$ cat config.mk
export PLATFORM = sky130hd
export DESIGN_NAME = otppc_ctrl
export DESIGN_NICKNAME = d
export VERILOG_FILES = /design/src/rtl/otppc_pkg.sv /design/src/rtl/otppc_fuse_store.sv /design/src/rtl/otppc_ctrl.sv
export VERILOG_INCLUDE_DIRS = /design/src /design/src/rtl
export SDC_FILE = /design/constraint.sdc
export NUM_CORES = 1
export LEC_CHECK = 0
export ABC_AREA = 0
export BUFFER_PORTS_ARGS = -buffer_cell sky130_fd_sc_hd__buf_4
export CELL_PAD_IN_SITES_DETAIL_PLACEMENT = 0
export CELL_PAD_IN_SITES_GLOBAL_PLACEMENT = 2
export CORE_MARGIN = 8
export CORE_UTILIZATION = 30
export CTS_CLUSTER_DIAMETER = 60
export DETAILED_ROUTE_END_ITERATION = 6
export PLACE_DENSITY_LB_ADDON = 0.1
export REMOVE_ABC_BUFFERS = 1
export SYNTH_ARGS = -nofsm -noshare
export SYNTH_HDL_FRONTEND = slang
export SYNTH_SLANG_ARGS = --single-unit
$ cat constraint.sdc
create_clock -name clk -period 4 [get_ports clk]
set_input_delay 0.6 -clock clk [delete_from_list [all_inputs] [get_ports clk]]
set_output_delay 0.6 -clock clk [all_outputs]
set_load 0.05 [all_outputs]
$ cat src/rtl/otppc_defines.svh
// Constants for the programming-mode control block.
`ifndef OTPPC_DEFINES_SVH
`define OTPPC_DEFINES_SVH
`define OTPPC_MAIN_PGM_ADDR   7'h20
`define OTPPC_SAFE_PGM_ADDR   7'h21
`define OTPPC_MAIN_ADDR_RST   7'h20
`define OTPPC_SAFE_ADDR_RST   7'h21
`define OTPPC_BURN_TIME_NS    4000
`define OTPPC_CLK_PERIOD_NS   40
`define OTPPC_BURN_CYCLES     \
  ((`OTPPC_BURN_TIME_NS + `OTPPC_CLK_PERIOD_NS - 1) / `OTPPC_CLK_PERIOD_NS)
`define OTPPC_SECT_PRIMARY    1'b0
`define OTPPC_SECT_SPARE      1'b1
`define OTPPC_MAX_BURNS       2
`endif

$ cat src/rtl/otppc_pkg.sv
// Types shared by the programming-mode control block.
package otppc_pkg;
  typedef enum logic [2:0] {
    OTPPC_ST_RESET,
    OTPPC_ST_PGM_MODE,
    OTPPC_ST_BURN,
    OTPPC_ST_BOOT,
    OTPPC_ST_RUN
  } otppc_state_t;
  typedef struct packed {
    logic crc;
    logic boot_enable_flag;
    logic write_protect;
    logic burn_count_index;
  } otppc_sector_t;
endpackage : otppc_pkg

$ cat src/rtl/otppc_fuse_store.sv
// Small fuse store: one burned address word per sector, registered read data.
`timescale 1ns/1ps
`default_nettype none
module otppc_fuse_store #(
  parameter int AW = 7
) (
  input  wire logic          clk,     // System clock.
  input  wire logic          rst_b,   // Asynchronous reset, active low.
  input  wire logic          ce,      // Clock enable.
  input  wire logic          wr_en,   // Burn strobe.
  input  wire logic          wr_sel,  // Sector to burn.
  input  wire logic [2*AW-1:0] wr_data, // Main and safety addresses to burn.
  input  wire logic          rd_sel,  // Sector to read.
  output logic [2*AW-1:0]    rd_data  // Registered read data.
);
  logic [2*AW-1:0] mem_reg [2];
  logic [2*AW-1:0] mem_next [2];
  logic [2*AW-1:0] rd_next;

  // Write port and read mux; a burned word changes only on a burn strobe or a reset.
  always_comb begin
    mem_next = mem_reg;
    if (wr_en) begin
      mem_next[wr_sel] = wr_data;
    end
    rd_next = mem_reg[rd_sel];
  end

  // Contents model fuses, so they clear only at power-on reset.
  always_ff @(posedge clk or negedge rst_b) begin
    if (!rst_b) begin
      mem_reg[0] <= '0;
      mem_reg[1] <= '0;
      rd_data    <= '0;
    end else if (ce) begin
      mem_reg <= mem_next;
      rd_data <= rd_next;
    end
  end
endmodule : otppc_fuse_store
`default_nettype wire

$ cat src/rtl/otppc_ctrl.sv
// Programming-mode control: entry, exit, addresses, burn flags and status.
`timescale 1ns/1ps
`default_nettype none
`include "otppc_defines.svh"
module otppc_ctrl #(
  parameter int AW          = 7,
  parameter int BURN_CYCLES = `OTPPC_BURN_CYCLES
) (
  input  wire logic                    clk,              // 25 MHz clock.
  input  wire logic                    rst_b,            // Async reset, active low.
  input  wire logic                    ce,               // Clock enable.
  input  wire logic                    dbg_pgm_level,    // Debug pin at programming voltage.
  input  wire logic                    dbg_above_exit,   // Debug pin above exit threshold.
  input  wire logic                    main_exit_cmd,    // Exit command, main machine.
  input  wire logic                    safe_exit_cmd,    // Exit command, safety machine.
  input  wire logic                    test_mode,        // Test mode active.
  input  wire logic                    mirror_wr,        // Mirror address write strobe.
  input  wire logic [AW-1:0]           mirror_main_wdata,// New main address.
  input  wire logic [AW-1:0]           mirror_safe_wdata,// New safety address.
  input  wire logic                    mirrors_filled,   // Mirrors hold a configuration.
  input  wire logic                    burn_cmd,         // Fuse programming command.
  output logic                         main_pgm_mode,    // Main machine halted in mode.
  output logic                         safe_pgm_mode,    // Safety machine halted in mode.
  output logic [AW-1:0]                main_addr,        // Main I2C address.
  output logic [AW-1:0]                safe_addr,        // Safety I2C address.
  output otppc_pkg::otppc_sector_t     sect_primary,     // Primary sector flags.
  output otppc_pkg::otppc_sector_t     sect_spare,       // Spare sector flags.
  output logic [7:0]                   main_status,      // Main programming status.
  output logic [7:0]                   safe_status       // Safety programming status.
);
  import otppc_pkg::*;

  // Values the logic cannot serve are refused while the design is elaborated.
  if (AW != 7) begin : g_bad_aw
    $error("Address width must be 7.");
  end
  if (BURN_CYCLES < 1) begin : g_bad_burn
    $error("Burn time must be at least one cycle.");
  end

  localparam int CW = $clog2(BURN_CYCLES + 1);

  // Status bit positions: busy, error, single, double, limit, protect, boot err, done.
  function automatic logic [7:0] status_word(input logic busy, input logic err,
                                             input logic lim, input logic wpf,
                                             input logic done);
    status_word = {done, 1'b0, wpf, lim, 1'b0, 1'b0, err, busy};
  endfunction : status_word

  otppc_state_t    main_st_reg, main_st_next;
  otppc_state_t    safe_st_reg, safe_st_next;
  logic [AW-1:0]   mir_main_reg, mir_main_next;
  logic [AW-1:0]   mir_safe_reg, mir_safe_next;
  logic [1:0]      burns_reg, burns_next;
  logic [CW-1:0]   cnt_reg, cnt_next;
  logic            err_reg, err_next;
  logic            lim_reg, lim_next;
  logic            wpf_reg, wpf_next;
  logic            burn_sel_reg, burn_sel_next;
  logic            burn_wr;
  logic [2*AW-1:0] fuse_rd;
  logic            fuse_valid;

  assign fuse_valid = (burns_reg != 2'h0);

  // Burned words live in a separate store so the read path is registered.
  otppc_fuse_store #(.AW(AW)) u_fuse (
    .clk     (clk),
    .rst_b   (rst_b),
    .ce      (ce),
    .wr_en   (burn_wr),
    .wr_sel  (burn_sel_reg),
    .wr_data ({mir_main_reg, mir_safe_reg}),
    .rd_sel  (burns_reg == 2'h2),
    .rd_data (fuse_rd)
  );

  // Machine sequencing; both machines share entry, each has its own exit command.
  always_comb begin
    main_st_next  = main_st_reg;
    safe_st_next  = safe_st_reg;
    cnt_next      = cnt_reg;
    burns_next    = burns_reg;
    err_next      = err_reg;
    lim_next      = lim_reg;
    wpf_next      = wpf_reg;
    burn_sel_next = burn_sel_reg;
    burn_wr       = 1'b0;
    mir_main_next = mir_main_reg;
    mir_safe_next = mir_safe_reg;
    case (main_st_reg)
      OTPPC_ST_RESET: begin
        if (dbg_pgm_level) begin
          main_st_next = OTPPC_ST_PGM_MODE;
          safe_st_next = OTPPC_ST_PGM_MODE;
        end else begin
          main_st_next = OTPPC_ST_BOOT;
          safe_st_next = OTPPC_ST_BOOT;
        end
      end
      OTPPC_ST_PGM_MODE: begin
        if (burn_cmd) begin
          // Burning needs test mode and full voltage; a full store refuses.
          if (!test_mode || !dbg_pgm_level) begin
            err_next = 1'b1;
          end else if (burns_reg == 2'(`OTPPC_MAX_BURNS)) begin
            lim_next = 1'b1;
            wpf_next = 1'b1;
          end else begin
            main_st_next  = OTPPC_ST_BURN;
            burn_sel_next = (burns_reg == 2'h0) ? `OTPPC_SECT_PRIMARY : `OTPPC_SECT_SPARE;
            cnt_next      = CW'(BURN_CYCLES);
            err_next      = 1'b0;
          end
        end else if (!dbg_above_exit || main_exit_cmd) begin
          main_st_next = OTPPC_ST_BOOT;
        end
      end
      OTPPC_ST_BURN: begin
        if (cnt_reg == CW'(1)) begin
          burn_wr      = 1'b1;
          burns_next   = burns_reg + 2'h1;
          main_st_next = OTPPC_ST_PGM_MODE;
        end
        cnt_next = cnt_reg - CW'(1);
      end
      OTPPC_ST_BOOT: begin
        main_st_next = OTPPC_ST_RUN;
      end
      OTPPC_ST_RUN: begin
        main_st_next = OTPPC_ST_RUN;
      end
      default: main_st_next = OTPPC_ST_RESET;
    endcase
    // The safety machine leaves on its own command or a dropped pin.
    if (safe_st_reg == OTPPC_ST_PGM_MODE && main_st_reg != OTPPC_ST_RESET &&
        (!dbg_above_exit || safe_exit_cmd)) begin
      safe_st_next = OTPPC_ST_BOOT;
    end else if (safe_st_reg == OTPPC_ST_BOOT) begin
      safe_st_next = OTPPC_ST_RUN;
    end
    // Boot loads the burned word into the mirrors when one exists.
    if (main_st_reg == OTPPC_ST_BOOT && fuse_valid) begin
      mir_main_next = fuse_rd[2*AW-1:AW];
      mir_safe_next = fuse_rd[AW-1:0];
    end else if (mirror_wr && test_mode) begin
      mir_main_next = mirror_main_wdata;
      mir_safe_next = mirror_safe_wdata;
    end
  end

  always_ff @(posedge clk or negedge rst_b) begin
    if (!rst_b) begin
      main_st_reg  <= OTPPC_ST_RESET;
      safe_st_reg  <= OTPPC_ST_RESET;
      cnt_reg      <= '0;
      burns_reg    <= 2'h0;
      err_reg      <= 1'b0;
      lim_reg      <= 1'b0;
      wpf_reg      <= 1'b0;
      burn_sel_reg <= 1'b0;
      mir_main_reg <= `OTPPC_MAIN_ADDR_RST;
      mir_safe_reg <= `OTPPC_SAFE_ADDR_RST;
    end else if (ce) begin
      main_st_reg  <= main_st_next;
      safe_st_reg  <= safe_st_next;
      cnt_reg      <= cnt_next;
      burns_reg    <= burns_next;
      err_reg      <= err_next;
      lim_reg      <= lim_next;
      wpf_reg      <= wpf_next;
      burn_sel_reg <= burn_sel_next;
      mir_main_reg <= mir_main_next;
      mir_safe_reg <= mir_safe_next;
    end
  end

  // Registered outputs; addresses are fixed only while halted in mode.
  logic             main_pm_next, safe_pm_next;
  logic [AW-1:0]    main_addr_next, safe_addr_next;
  otppc_sector_t    prim_next, spare_next;
  logic [7:0]       main_stat_next, safe_stat_next;

  always_comb begin
    main_pm_next   = (main_st_next == OTPPC_ST_PGM_MODE) || (main_st_next == OTPPC_ST_BURN);
    safe_pm_next   = (safe_st_next == OTPPC_ST_PGM_MODE);
    main_addr_next = main_pm_next ? `OTPPC_MAIN_PGM_ADDR : mir_main_next;
    safe_addr_next = safe_pm_next ? `OTPPC_SAFE_PGM_ADDR : mir_safe_next;
    // Primary sector: index always set; checksum follows mirrors until burned.
    prim_next.burn_count_index = 1'b1;
    prim_next.crc              = mirrors_filled || (burns_next != 2'h0);
    prim_next.boot_enable_flag = (burns_next != 2'h0);
    prim_next.write_protect    = (burns_next != 2'h0);
    spare_next.burn_count_index = (burns_next == 2'h2);
    spare_next.crc              = mirrors_filled || (burns_next == 2'h2);
    spare_next.boot_enable_flag = (burns_next == 2'h2);
    spare_next.write_protect    = (burns_next == 2'h2);
    main_stat_next = status_word(main_st_next == OTPPC_ST_BURN, err_next, lim_next,
                                 wpf_next, main_st_next == OTPPC_ST_RUN);
    safe_stat_next = status_word(1'b0, 1'b0, 1'b0, 1'b0,
                                 safe_st_next == OTPPC_ST_RUN);
  end

  always_ff @(posedge clk or negedge rst_b) begin
    if (!rst_b) begin
      main_pgm_mode <= 1'b0;
      safe_pgm_mode <= 1'b0;
      main_addr     <= `OTPPC_MAIN_ADDR_RST;
      safe_addr     <= `OTPPC_SAFE_ADDR_RST;
      sect_primary  <= '0;
      sect_spare    <= '0;
      main_status   <= 8'h00;
      safe_status   <= 8'h00;
    end else if (ce) begin
      main_pgm_mode <= main_pm_next;
      safe_pgm_mode <= safe_pm_next;
      main_addr     <= main_addr_next;
      safe_addr     <= safe_addr_next;
      sect_primary  <= prim_next;
      sect_spare    <= spare_next;
      main_status   <= main_stat_next;
      safe_status   <= safe_stat_next;
    end
  end
endmodule : otppc_ctrl
`default_nettype wire

# After elaboration in Yosys (flattened, before gate mapping)
# Index checks and enable logic that the tools add are counted.
[word_totals]
reg_bits = 102
input_bits = 25
out_inout_bits = 40
word_cells = 117
[classes]
n_addsub = 2
n_lt_le_gt_ge = 3
eq_ne = 17
muxes = 43
bitwise_logic = 4
reduce_logical = 24
[ops]
columns = ["operator", "n"]
rows = [
  ["two-way mux 7 bit", 9],
  ["two-way mux 14 bit", 4],
  ["bitwise mux 28 bit", 1],
  ["two-way mux 3 bit", 8],
  ["two-way mux 1 bit", 15],
  ["demux 14 bit (select 1 bit)", 1],
  ["case mux 7 bit (2 select lines)", 1],
  ["== test 3 x 1 -> 1 bit (second input constant)", 4],
  ["== test 3 x 2 -> 1 bit (second input constant)", 4],
  ["case mux 3 bit (4 select lines)", 1],
  ["AND reduction 5 bit", 2],
  ["== test 3 bit (second input constant)", 3],
  ["== test 7 x 1 -> 1 bit (second input constant)", 1],
  ["subtractor 7 x 1 -> 7 bit (second input constant)", 1],
  ["logical OR 1 bit", 6],
  ["two-way mux 2 bit", 3],
  ["inequality test 2 bit (second input constant)", 3],
  ["nonzero test 2 bit", 3],
  ["logical AND 1 bit", 5],
  ["== test 2 bit (second input constant)", 2],
  [">= comparator 2 bit (second input constant)", 2],
  ["inverter 1 -> 2 bit", 2],
  ["logical NOT 1 bit", 3],
  ["logical NOT 3 bit", 1],
  ["7 further kinds", 8],
]

# Longest topological paths before layout
# Gate-level depths: netlist of run 1.
[logic_depth]
word_depth = 8
mapped_depth = 8
depth_no_buf = 7

# Cells and area by module
# From an unflattened synthesis of run 1, not the netlist that was laid out.
[hier_totals]
cells_unflattened = 430
hier_area_um2 = 4805.9
[by_module_without_submodules]
columns = ["module", "instances", "cells_per_inst", "area_each_um2", "seq_area_each_um2"]
rows = [
  ["otppc_ctrl", 1, 309, 3062.9, 1433.9],
  ["otppc_fuse_store", 1, 121, 1742.9, 1051.0],
]

# Least setup slack after synthesis of run 1
# Ideal clock, no wire load.
[synth_path]
path_kind = "input to register"
start = "input port ce"
end = "register u_fuse.mem_reg[18] (netlist bit)"
arrival_time_ns = 2.045
required_ns = 3.875
setup_slack_ns = 1.830
path_stages = 7
path_cell_list = "clkbuf_1 > nor2b_1 > buf_2 > nand3_1 > nor3_4 > buf_6 > mux2_2"
[synth_between]
elab_chain_cells = 1
[synth_rtl]
columns = ["element", "line_no", "rtl"]
rows = [
  ["start, declared", "otppc_ctrl.sv:11", "input wire logic ce,"],
  ["AND reduction 2 bit (no source line)", "-", ""],
  ["end signal, assigned", "otppc_fuse_store.sv:36", "mem_reg <= mem_next;"],
  ["end, declared", "otppc_fuse_store.sv:16", "logic [2*AW-1:0] mem_reg [2];"],
]
# Every way passes these cells.
# A chain may end at the register's enable or synchronous reset.

# Final worst setup path of run 1
[layout_path]
start = "register burns_reg[0]"
end = "register main_addr[0]"
[layout_between]
elab_chain_cells = 8
[layout_rtl]
columns = ["element", "line_no", "rtl"]
rows = [
  ["start, declared", "otppc_ctrl.sv:54", "logic [1:0] burns_reg, burns_next;"],
  ["start signal, assigned", "otppc_ctrl.sv:168", "burns_reg <= burns_next;"],
  ["== test 2 bit", "otppc_ctrl.sv:106", "end else if (burns_reg == 2'(`OTPPC_MAX_BURNS)) begin"],
  ["two-way mux 3 bit", "otppc_ctrl.sv:106", ""],
  ["two-way mux 3 bit", "otppc_ctrl.sv:104", "if (!test_mode || !dbg_pgm_level) begin"],
  ["two-way mux 3 bit", "otppc_ctrl.sv:102", "if (burn_cmd) begin"],
  ["case mux 3 bit (4 select lines)", "otppc_ctrl.sv:91", "case (main_st_reg)"],
  ["== test 3 x 1 -> 1 bit or == test 3 x 2 -> 1 bit (tied branches)", "otppc_ctrl.sv:185", "main_pm_next = (main_st_next == OTPPC_ST_PGM_MODE) || (main_st_next == OTPPC_ST_BURN);"],
  ["logical OR 1 bit", "otppc_ctrl.sv:185", ""],
  ["two-way mux 7 bit (*)", "otppc_ctrl.sv:187", "main_addr_next = main_pm_next ? `OTPPC_MAIN_PGM_ADDR : mir_main_next;"],
  ["end signal, assigned", "otppc_ctrl.sv:208", "main_addr <= `OTPPC_MAIN_ADDR_RST;"],
  ["end signal, assigned", "otppc_ctrl.sv:217", "main_addr <= main_addr_next;"],
  ["end, declared", "otppc_ctrl.sv:24", "output logic [AW-1:0] main_addr,"],
]
# Mark *: on every way between the ends. The rest lies on a longest branch, timed or not.

==> results of run 1 <==
[cells in the mapped netlist (2+ instances only)]
| library cell | instances | area, sq um |
|---|---|---|
| buf_4 | 16 | 120 |
| ha_1 | 4 | 50.1 |
| nand2_1 | 28 | 105 |
| mux2_2 | 26 | 293 |
| buf_1 | 5 | 18.8 |
| mux2_4 | 10 | 150 |
| nand3_1 | 18 | 90.1 |
| or3_1 | 2 | 12.5 |
| nor2b_1 | 10 | 62.6 |
| o22ai_1 | 6 | 37.5 |
| nand4b_1 | 2 | 17.5 |
| buf_6 | 2 | 22.5 |
| nor3_1 | 7 | 35.0 |
| inv_1 | 23 | 86.3 |
| mux2i_1 | 23 | 230 |
| xor2_1 | 6 | 52.6 |
| nor2_1 | 30 | 113 |
| o211ai_1 | 7 | 52.6 |
| a31o_2 | 5 | 43.8 |
| clkbuf_1 | 13 | 48.8 |
| o21ai_0 | 22 | 110 |
| nand2b_1 | 5 | 31.3 |
| nand3b_1 | 2 | 15.0 |
| buf_2 | 4 | 20.0 |
| dfstp_2 | 6 | 158 |
| dfrtp_1 | 93 | 2330 |
| a21oi_1 | 28 | 140 |
| nand4_1 | 3 | 18.8 |
| a31oi_1 | 8 | 50.1 |
[metrics by stage]
stage	instance area [sq um]	setup slack, ns
after global routing	5500	1.13
after CTS	5500	1.33
after detailed placement	5230	1.35
after floorplan	4500	1.68
after global placement	5230	1.39
final	5500	1.36
[how the worst max path moves through the flow]
stage / start / to / slack (ns) / cells past startpoint
floorplan: burns_reg[0] / main_pgm_mode / 1.68 / 7
global placement: burns_reg[0] / main_pgm_mode / 1.39 / 7
detailed placement: burns_reg[0] / main_addr[0] / 1.35 / 7
CTS: burns_reg[0] / main_pgm_mode / 1.33 / 7
global route: burns_reg[0] / main_addr[2] / 1.13 / 7
finish: burns_reg[0] / main_addr[0] / 1.36 / 7
[per-layer routing]
metal | routed length [um] | share of wire
met1 | 5400 | 0.48
met2 | 5110 | 0.45
met3 | 507 | 0.045
met4 | 223 | 0.020
met5 | 0 | 0
[report_power, final]
part / switching (W) / total [W] / internal (W)
Sequential: 0.000268 / 0.00158 / 0.00132
Combinational: 0.000859 / 0.00137 / 0.000516
Clock: 0.000386 / 0.000822 / 0.000436
Total: 0.00151 / 0.00378 / 0.00227
[layout make-up]
cell class / instances / area (sq um)
Clock buffer: 11 / 243
Clock inverter: 5 / 28.8
Fill cell: 1542 / 9760
Inverter: 23 / 86.3
Multi-Input combinational cell: 282 / 1930
Sequential cell: 99 / 2480
Tap cell: 211 / 264
Timing Repair Buffer: 61 / 458
[cells by family (layout without fill, tap and decap cells)]
logic type / count (synthesis) / after routing / share of synthesized area
buf+inv: 63 / 100 / 0.0674
simple gates: 118 / 118 / 0.128
compound gates: 84 / 84 / 0.107
other cells: 1 / 10 / 0.000799
xor+xnor: 7 / 7 / 0.0131
fa+ha+maj: 4 / 4 / 0.0107
mux: 59 / 59 / 0.143
flops: 99 / 99 / 0.529
==> impl_metrics.json, run 1 <==
{
  "status": "complete, no violations",
  "drtIter0Drc": 164,
  "drive_above_1_share": 0.277,
  "ant_nets": 0,
  "critPathMaxStageDelay_ns": 0.72,
  "rsz0062_at_grt": "no",
  "grt_usage": 0.119,
  "gp_congestion": 0.747,
  "r2r-end": "main_addr[0]",
  "nets": 505,
  "grt.overflow.total": 0,
  "total_power_w": 0.00378,
  "met3_usage": 0.0240,
  "hpwl_um": 7500,
  "tritoncts": "done",
  "ys_types": 50,
  "vias": 3262,
  "whs_ns": 0.407,
  "syn2layout_area_growth_pct": 17.1,
  "clock.fmax_ghz": 0.378,
  "placedCellCount": 676,
  "synth_area_sq_um": 4700,
  "drtPass1Iterations": 4,
  "numCtsBuffers": 9,
  "grt_pass1_vias": 3486,
  "die_width_um": 141,
  "cp.arrival_ns": 2.83,
  "min_path_type": "input port to async pin",
  "io_pins": 65,
  "cp-start-kind": "register",
  "max-clock-path-buffers": 2,
  "fin_crit_sh": 0.661,
  "synth_area_per_cell_sq_um": 10.8,
  "final-max-slew-violation-count": 0,
  "timing_hold_violations_final": 0,
  "yosysSeqAreaShare": 0.529,
  "worstReg2RegStart": "burns_reg[0]",
  "die_h_um": 141,
  "slew_headroom": 0.366,
  "post_cts_buffers": 0,
  "tightest_slew_ns": 0.951,
  "finClkSkew_ns": 0.00688,
  "largest_reg_flops": 28,
  "layout_commonest_cell": "dfrtp_1",
  "mostFrequentLayoutCells": "dfrtp_1, buf_4, nor2_1",
  "start_util": 0.308,
  "clock-sinks": 99,
  "avgRoutedWirePerCell_um": 16.3,
  "worstPathCellList": "inv_1, ha_1, and4b_1, a21oi_1, o21bai_1, xor2_1, o22ai_1",
  "ys_async_sr_fraction": 1.00,
  "grt_pass1_wl_um": 18700,
  "drv_cap": 0,
  "synth_enable_flop_cells": 0,
  "antenna_cells": 0,
  "clk_pin_slew_ns": 0.07,
  "antenna_found_initial": 0,
  "p_leak_nw": 2.52,
  "end_kind": "register",
  "p_per_area_nw_per_um2": 688,
  "grt_max_degree": 74,
  "drcViolationCount": 0,
  "synth_cells": 435,
  "r2r_cells": 7,
  "cp_max_fo": 8,
  "io_buffer_count": 54,
  "die_area_sq_um": 19900,
  "insertion_delay_ns": 0.35,
  "reg2reg_slack_ns": 1.36,
  "synth_warnings": 0,
  "num_rows": 45,
  "routed_wl_um": 11200,
  "critical_path_class": "register to register",
  "cpLargestDelayFamily": "XOR/XNOR gates",
  "finalSetupTns_ns": 0,
  "htreeDepth": 3,
  "setup_viol": 0,
  "cp_slowest_cell": "xor2_1",
  "crit_required_ns": 4.18,
  "grt.busiest_layer": "met2",
  "ir_drop_mv": 0.284,
  "synth_flop_cell": "dfrtp_1",
  "gr-usage-met2": 0.187,
  "vias_per_cell": 4.71,
  "core_area_sq_um": 15300,
  "period_needed_ns": 2.64,
  "cts_root_buf": "clkbuf_16",
  "fin_util": 0.360,
  "grt_use_met1": 0.156,
  "cts_hold_buf": 0,
  "ys_ff_latch": 99,
  "critPathBufInv": 1,
  "instances_no_fill": 692,
  "post_cts_resized": 0
}
No activity file was read; power rests on OpenSTA's default activity.
==> run 2, diff against run 1 <==
Settings changed: ABC_AREA 0 to 1.
Clock period 4 ns to 2.44 ns, I/O delays scaled along.
==> run 2 against run 1 <==
  * Setup slack got worse by 0.69 ns
  * Critical path depth rose by 1
  * Final cell count rose by 24%
  * Highest routed layer unchanged
==> impl_metrics.json, run 2 <==
{
  "r2r_cells": 8,
  "grt_pass1_vias": 3893,
  "synth_area_sq_um": 4940,
  "ys_ff_latch": 99,
  "nets": 664,
  "min_to": "mir_safe_reg[5]",
  "synth_most_common_cell": "nand2_1",
  "ant_nets": 0,
  "syn2layout_area_growth_pct": 17.0,
  "p_leak_nw": 2.90,
  "grt.overflow.total": 0,
  "tightest_slew_ns": 0.694,
  "die_h_um": 144,
  "period_needed_ns": 1.77,
  "whs_path_depth": 2,
  "clock-sinks": 99,
  "synth_area_per_cell_sq_um": 8.36,
  "avgRoutedWirePerCell_um": 15.9,
  "critical_path_class": "register to register",
  "hold_start": "ce",
  "tritoncts": "done",
  "synth_flop_cell": "dfrtp_1",
  "synthTopCellsByArea": "dfrtp_1, nand2_1, o21ai_0",
  "num_rows": 47,
  "status": "complete, no violations",
  "reg2reg_slack_ns": 0.67,
  "mostFrequentLayoutCells": "nand2_1, dfrtp_1, buf_4",
  "slew_headroom": 0.537,
  "die_width_um": 144,
  "gp_congestion": 0.767,
  "drtIter0Drc": 119,
  "hpwl_um": 9440,
  "crit_required_ns": 2.68,
  "cp_max_fo": 10,
  "finClkSkew_ns": 0.0110,
  "core_area_sq_um": 16300,
  "htreeDepth": 3,
  "start_util": 0.302,
  "io_pins": 65,
  "cts_hold_buf": 1,
  "startpoint": "burns_reg[0]",
  "cp-start-kind": "register",
  "setup_viol": 0,
  "yosys.area.top_type": "dfrtp_1",
  "r2r-end": "safe_addr[6]",
  "p_per_area_nw_per_um2": 1220,
  "synth_cells": 591,
  "synth_warnings": 0,
  "fin_crit_sh": 0.725,
  "drive_above_1_share": 0.214,
  "end_kind": "register",
  "post_cts_resized": 0,
  "timing_hold_violations_final": 0,
  "ys_async_sr_fraction": 1.00,
  "insertion_delay_ns": 0.36,
  "cp.arrival_ns": 2.01,
  "total_power_w": 0.00708,
  "post_cts_buffers": 0,
  "ys_types": 38,
  "antenna_cells": 0,
  "grt_max_degree": 79,
  "numCtsBuffers": 9,
  "clock.fmax_ghz": 0.565,
  "rsz0062_at_grt": "no",
  "vias": 3896,
  "io_buffer_count": 54,
  "vias_per_cell": 4.53,
  "grt_usage": 0.139,
  "drv_cap": 0,
  "yosysSeqAreaShare": 0.503,
  "max-clock-path-buffers": 2,
  "synthTopCellsByCount": "nand2_1, dfrtp_1, nor2_1, inv_1, o21ai_0",
  "cts_root_buf": "clkbuf_16",
  "final-max-slew-violation-count": 0,
  "antenna_found_initial": 0,
  "routed_wl_um": 13600,
  "drcViolationCount": 0,
  "drtPass1Iterations": 4,
  "grt_pass1_wl_um": 21700,
  "clk_pin_slew_ns": 0.07,
  "largest_reg_flops": 28,
  "ir_drop_mv": 0.425,
  "die_area_sq_um": 20800,
  "min_path_type": "input port to register",
  "synth_top_area_frac": 0.471,
  "synth_enable_flop_cells": 0,
  "finalSetupTns_ns": 0,
  "worstReg2RegStart": "burns_reg[0]",
  "layout_commonest_cell": "nand2_1"
}
==> run 2: per-stage QoR <==
step	hold slack, ns	utilization	worst slack (ns)	instance area [sq um]	std cells
floorplan	0.0704	-	0.772	4710	561
global placement	0.294	0.334	0.647	5460	843
global route	0.240	0.354	0.476	5780	860
finish	0.240	0.354	0.671	5780	860
CTS	0.227	0.354	0.608	5780	860
detailed placement	0.298	0.334	0.644	5460	843
==> run 2: area by class of cell <==
class / count / area (sq um)
Multi-Input combinational cell: 403 / 2000
Timing Repair Buffer: 63 / 488
Sequential cell: 99 / 2480
Inverter: 59 / 224
Clock inverter: 4 / 48.8
Clock buffer: 12 / 256
Fill cell: 1760 / 10600
Tap cell: 220 / 275
==> run 2: kinds of logic (layout without fill, tap and decap cells) <==
| family | Yosys count | after routing | synth area share |
|---|---|---|---|
| fa+ha+maj | 4 | 4 | 0.0101 |
| simple gates | 280 | 280 | 0.246 |
| buf+inv | 98 | 138 | 0.0983 |
| compound gates | 106 | 106 | 0.136 |
| xor+xnor | 3 | 3 | 0.00532 |
| flops | 99 | 99 | 0.503 |
| other cells | 1 | 10 | 0.000759 |
==> run 2: per-layer routing <==
metal / GRT usage / vias to the layer above / routed length (um)
met5: 0 / - / 0
met4: 0.0427 / 0 / 170
met3: 0.0317 / 9 / 580
met2: 0.228 / 67 / 6540
met1: 0.178 / 1866 / 6350
li1: - / 1954 / -
==> run 2: how the worst max path moves through the flow <==
stage                   endpoint  depth (start not counted)  slack [ns]
2_1_floorplan  u_fuse.mem_reg[0]                          5        0.77
3_3_place_gp        safe_addr[6]                          8        0.65
3_5_place_dp        safe_addr[6]                          8        0.64
4_1_cts             safe_addr[6]                          8        0.61
5_1_grt            main_pgm_mode                         10        0.48
6_report            safe_addr[6]                          8        0.67
==> run 2: critical path, stage by stage (launching register included) <==
cell     delay, ns
dfrtp_1       0.39
inv_1         0.09
ha_1          0.26
nor2_4        0.28
inv_1         0.17
o21ai_0       0.24
inv_1         0.09
nand2_1       0.08
nand2_1       0.05
==> run 2: power by group <==
part           internal [W]  switching, W
registers           0.00220      0.000343
clock network      0.000850      0.000632
logic              0.000900       0.00215
==> run 3, diff against run 2 <==
Clock period 2.44 ns to 1.5 ns, I/O delays scaled along.
==> run 3 against run 2 <==
  * The flow now finishes with violations (setup timing)
  * Via count up 9.4%
  * Global-route usage up 0.48 points
  * Non-clock buffer count up 67
  * Combinational power up 120%
  * Sequential cell count unchanged
  * Power up 87%
  * Core utilization up 6.6 points
  * Critical path depth up 2
  * Count of clock-buffer cells in the layout down 3
  * Sequential share of layout area down 6.8 points
  * Routed wire length up 11%
  * Maximum frequency up 15%
  * Critical path type unchanged
==> impl_metrics.json, run 3 (synthesized netlist as in run 2, its figures left out) <==
{
  "status": "finished with violations",
  "violations": "setup timing",
  "htreeDepth": 3,
  "rsz0062_at_grt": "yes",
  "placedCellCount": 896,
  "clk_pin_slew_ns": 0.07,
  "num_rows": 47,
  "syn2layout_area_growth_pct": 39.0,
  "nets": 731,
  "p_per_area_nw_per_um2": 1930,
  "grt_pass1_vias": 4210,
  "antenna_cells": 0,
  "vias": 4262,
  "n_fill_cell": 1705,
  "total_power_w": 0.0133,
  "end_kind": "register",
  "drive_above_1_share": 0.385,
  "fin_ws_ns": -0.0444,
  "vias_per_cell": 4.60,
  "io_pins": 65,
  "cp-start-kind": "register",
  "tritoncts": "done",
  "critical_path_class": "register to register",
  "cp.arrival_ns": 1.79,
  "io_buffer_count": 54,
  "gp_congestion": 0.783,
  "finClkSkew_ns": 0.00825,
  "routed_wl_um": 15200,
  "cts_root_buf": "clkbuf_16",
  "insertion_delay_ns": 0.35,
  "largest_reg_flops": 28,
  "layout_commonest_cell": "nand2_1",
  "min_path_type": "input port to register",
  "instances_no_fill": 927,
  "drcViolationCount": 0,
  "avgRoutedWirePerCell_um": 16.4,
  "grt.overflow.total": 0,
  "drtPass1Iterations": 5,
  "die_h_um": 144,
  "core_area_sq_um": 16300,
  "numCtsBuffers": 9,
  "place_ws_ns": -0.145,
  "drtIter0Drc": 238,
  "worstPathCellList": "inv_2, ha_4, inv_4, nor2_4, nand3_4, nor2_8, nand2_4, buf_12, nand2_1, o21ai_2",
  "postPlaceCellArea_sq_um": 5970,
  "cp_slowest_cell": "dfrtp_1",
  "die_width_um": 144,
  "antenna_found_initial": 0,
  "timing_hold_violations_final": 0,
  "p_leak_nw": 3.36,
  "grt_max_degree": 60,
  "start_util": 0.302,
  "max-clock-path-buffers": 2,
  "grt_usage": 0.144,
  "setup_viol": 33,
  "hpwl_um": 10000,
  "final-max-slew-violation-count": 0,
  "grt_pass1_wl_um": 22800,
  "mostFrequentLayoutCells": "nand2_1, buf_4, dfrtp_1",
  "ant_nets": 0,
  "drv_cap": 0,
  "clock-sinks": 99,
  "cp_max_fo": 11,
  "clock.fmax_ghz": 0.647,
  "fin_crit_sh": 1.03,
  "ir_drop_mv": 0.696,
  "critPathMaxStageDelay_ns": 0.40,
  "period_needed_ns": 1.54,
  "die_area_sq_um": 20800,
  "finalInstanceArea_sq_um": 6860,
  "crit_required_ns": 1.74,
  "whs_ns": 0.213
}
## run 3: cell count changes in the layout (fill, tap and decap cells not counted), moves of 11 or more
| cell | before | now |
|---|---|---|
| buf_4 | 61 | 104 |
| nand2_1 | 168 | 144 |
| nor2_1 | 56 | 37 |
| nand2_2 | 4 | 22 |
| o21ai_0 | 50 | 36 |
| o21ai_1 | 3 | 16 |
| buf_12 | 1 | 12 |
| nor2_4 | 1 | 12 |
## run 3: path summary, 6_finish.rpt
kind	from	end	slack, ns	cells after the start
max in group asynchronous	rst_b	main_addr[1]	0.55	3
setup reg to reg	cnt_reg[1]	u_fuse.mem_reg[6]	-0.04	10
hold / removal	mirrors_filled	sect_spare[3]	0.21	4
hold reg to reg	main_status[4]	main_status[4]	0.47	2
setup / recovery	cnt_reg[1]	u_fuse.mem_reg[6]	-0.04	10
min in group asynchronous	rst_b	cnt_reg[5]	0.38	2
## run 3: repair_timing
action / 4_1_cts / 5_1_grt
resized for setup: 17 / 104
setup buffers: 3 / 7
gates cloned: 0 / 4
hold buffers: 1 / 0
hold endpoints to repair: 23 / 0
endpoints found under the setup margin: 59 / 86
pin swaps: 11 / 22
## run 3: final cells by class
class                   count  area, sq um  share of cell area
repair buffers            130         1230               0.180
flip-flops and latches     99         2490               0.362
well taps                 220          275              0.0401
inverters                  59          231              0.0337
clock inverters             7         68.8              0.0100
clock buffers               9          225              0.0328
multi-input cells         403         2340               0.341
## run 3: metrics by stage
step,utilization,TNS [ns]
after floorplan,-,-1.73
after global placement,0.365,-1.59
after detailed placement,0.365,-3.69
after CTS,0.389,-1.64
after global routing,0.420,-4.57
final,0.420,-0.837
## run 3: routing by layer
layer,track usage,up-vias,wire length (um)
met5,0,-,0
met3,0.0238,17,606
li1,-,2087,-
met1,0.181,2076,6900
met4,0.0542,0,212
met2,0.242,82,7460
## run 3: report_power, final
group | switching (W) | internal (W)
logic | 0.00411 | 0.00261
registers | 0.000595 | 0.00358
clock network | 0.00107 | 0.00129
total | 0.00578 | 0.00748
## run 3: critical path: cells and delay by family (launching register included)
kind,cells,cell delay (ns)
fa+ha+maj,1,0.13
compound gates,1,0.05
buf+inv,3,0.29
flops,1,0.40
simple gates,5,0.56
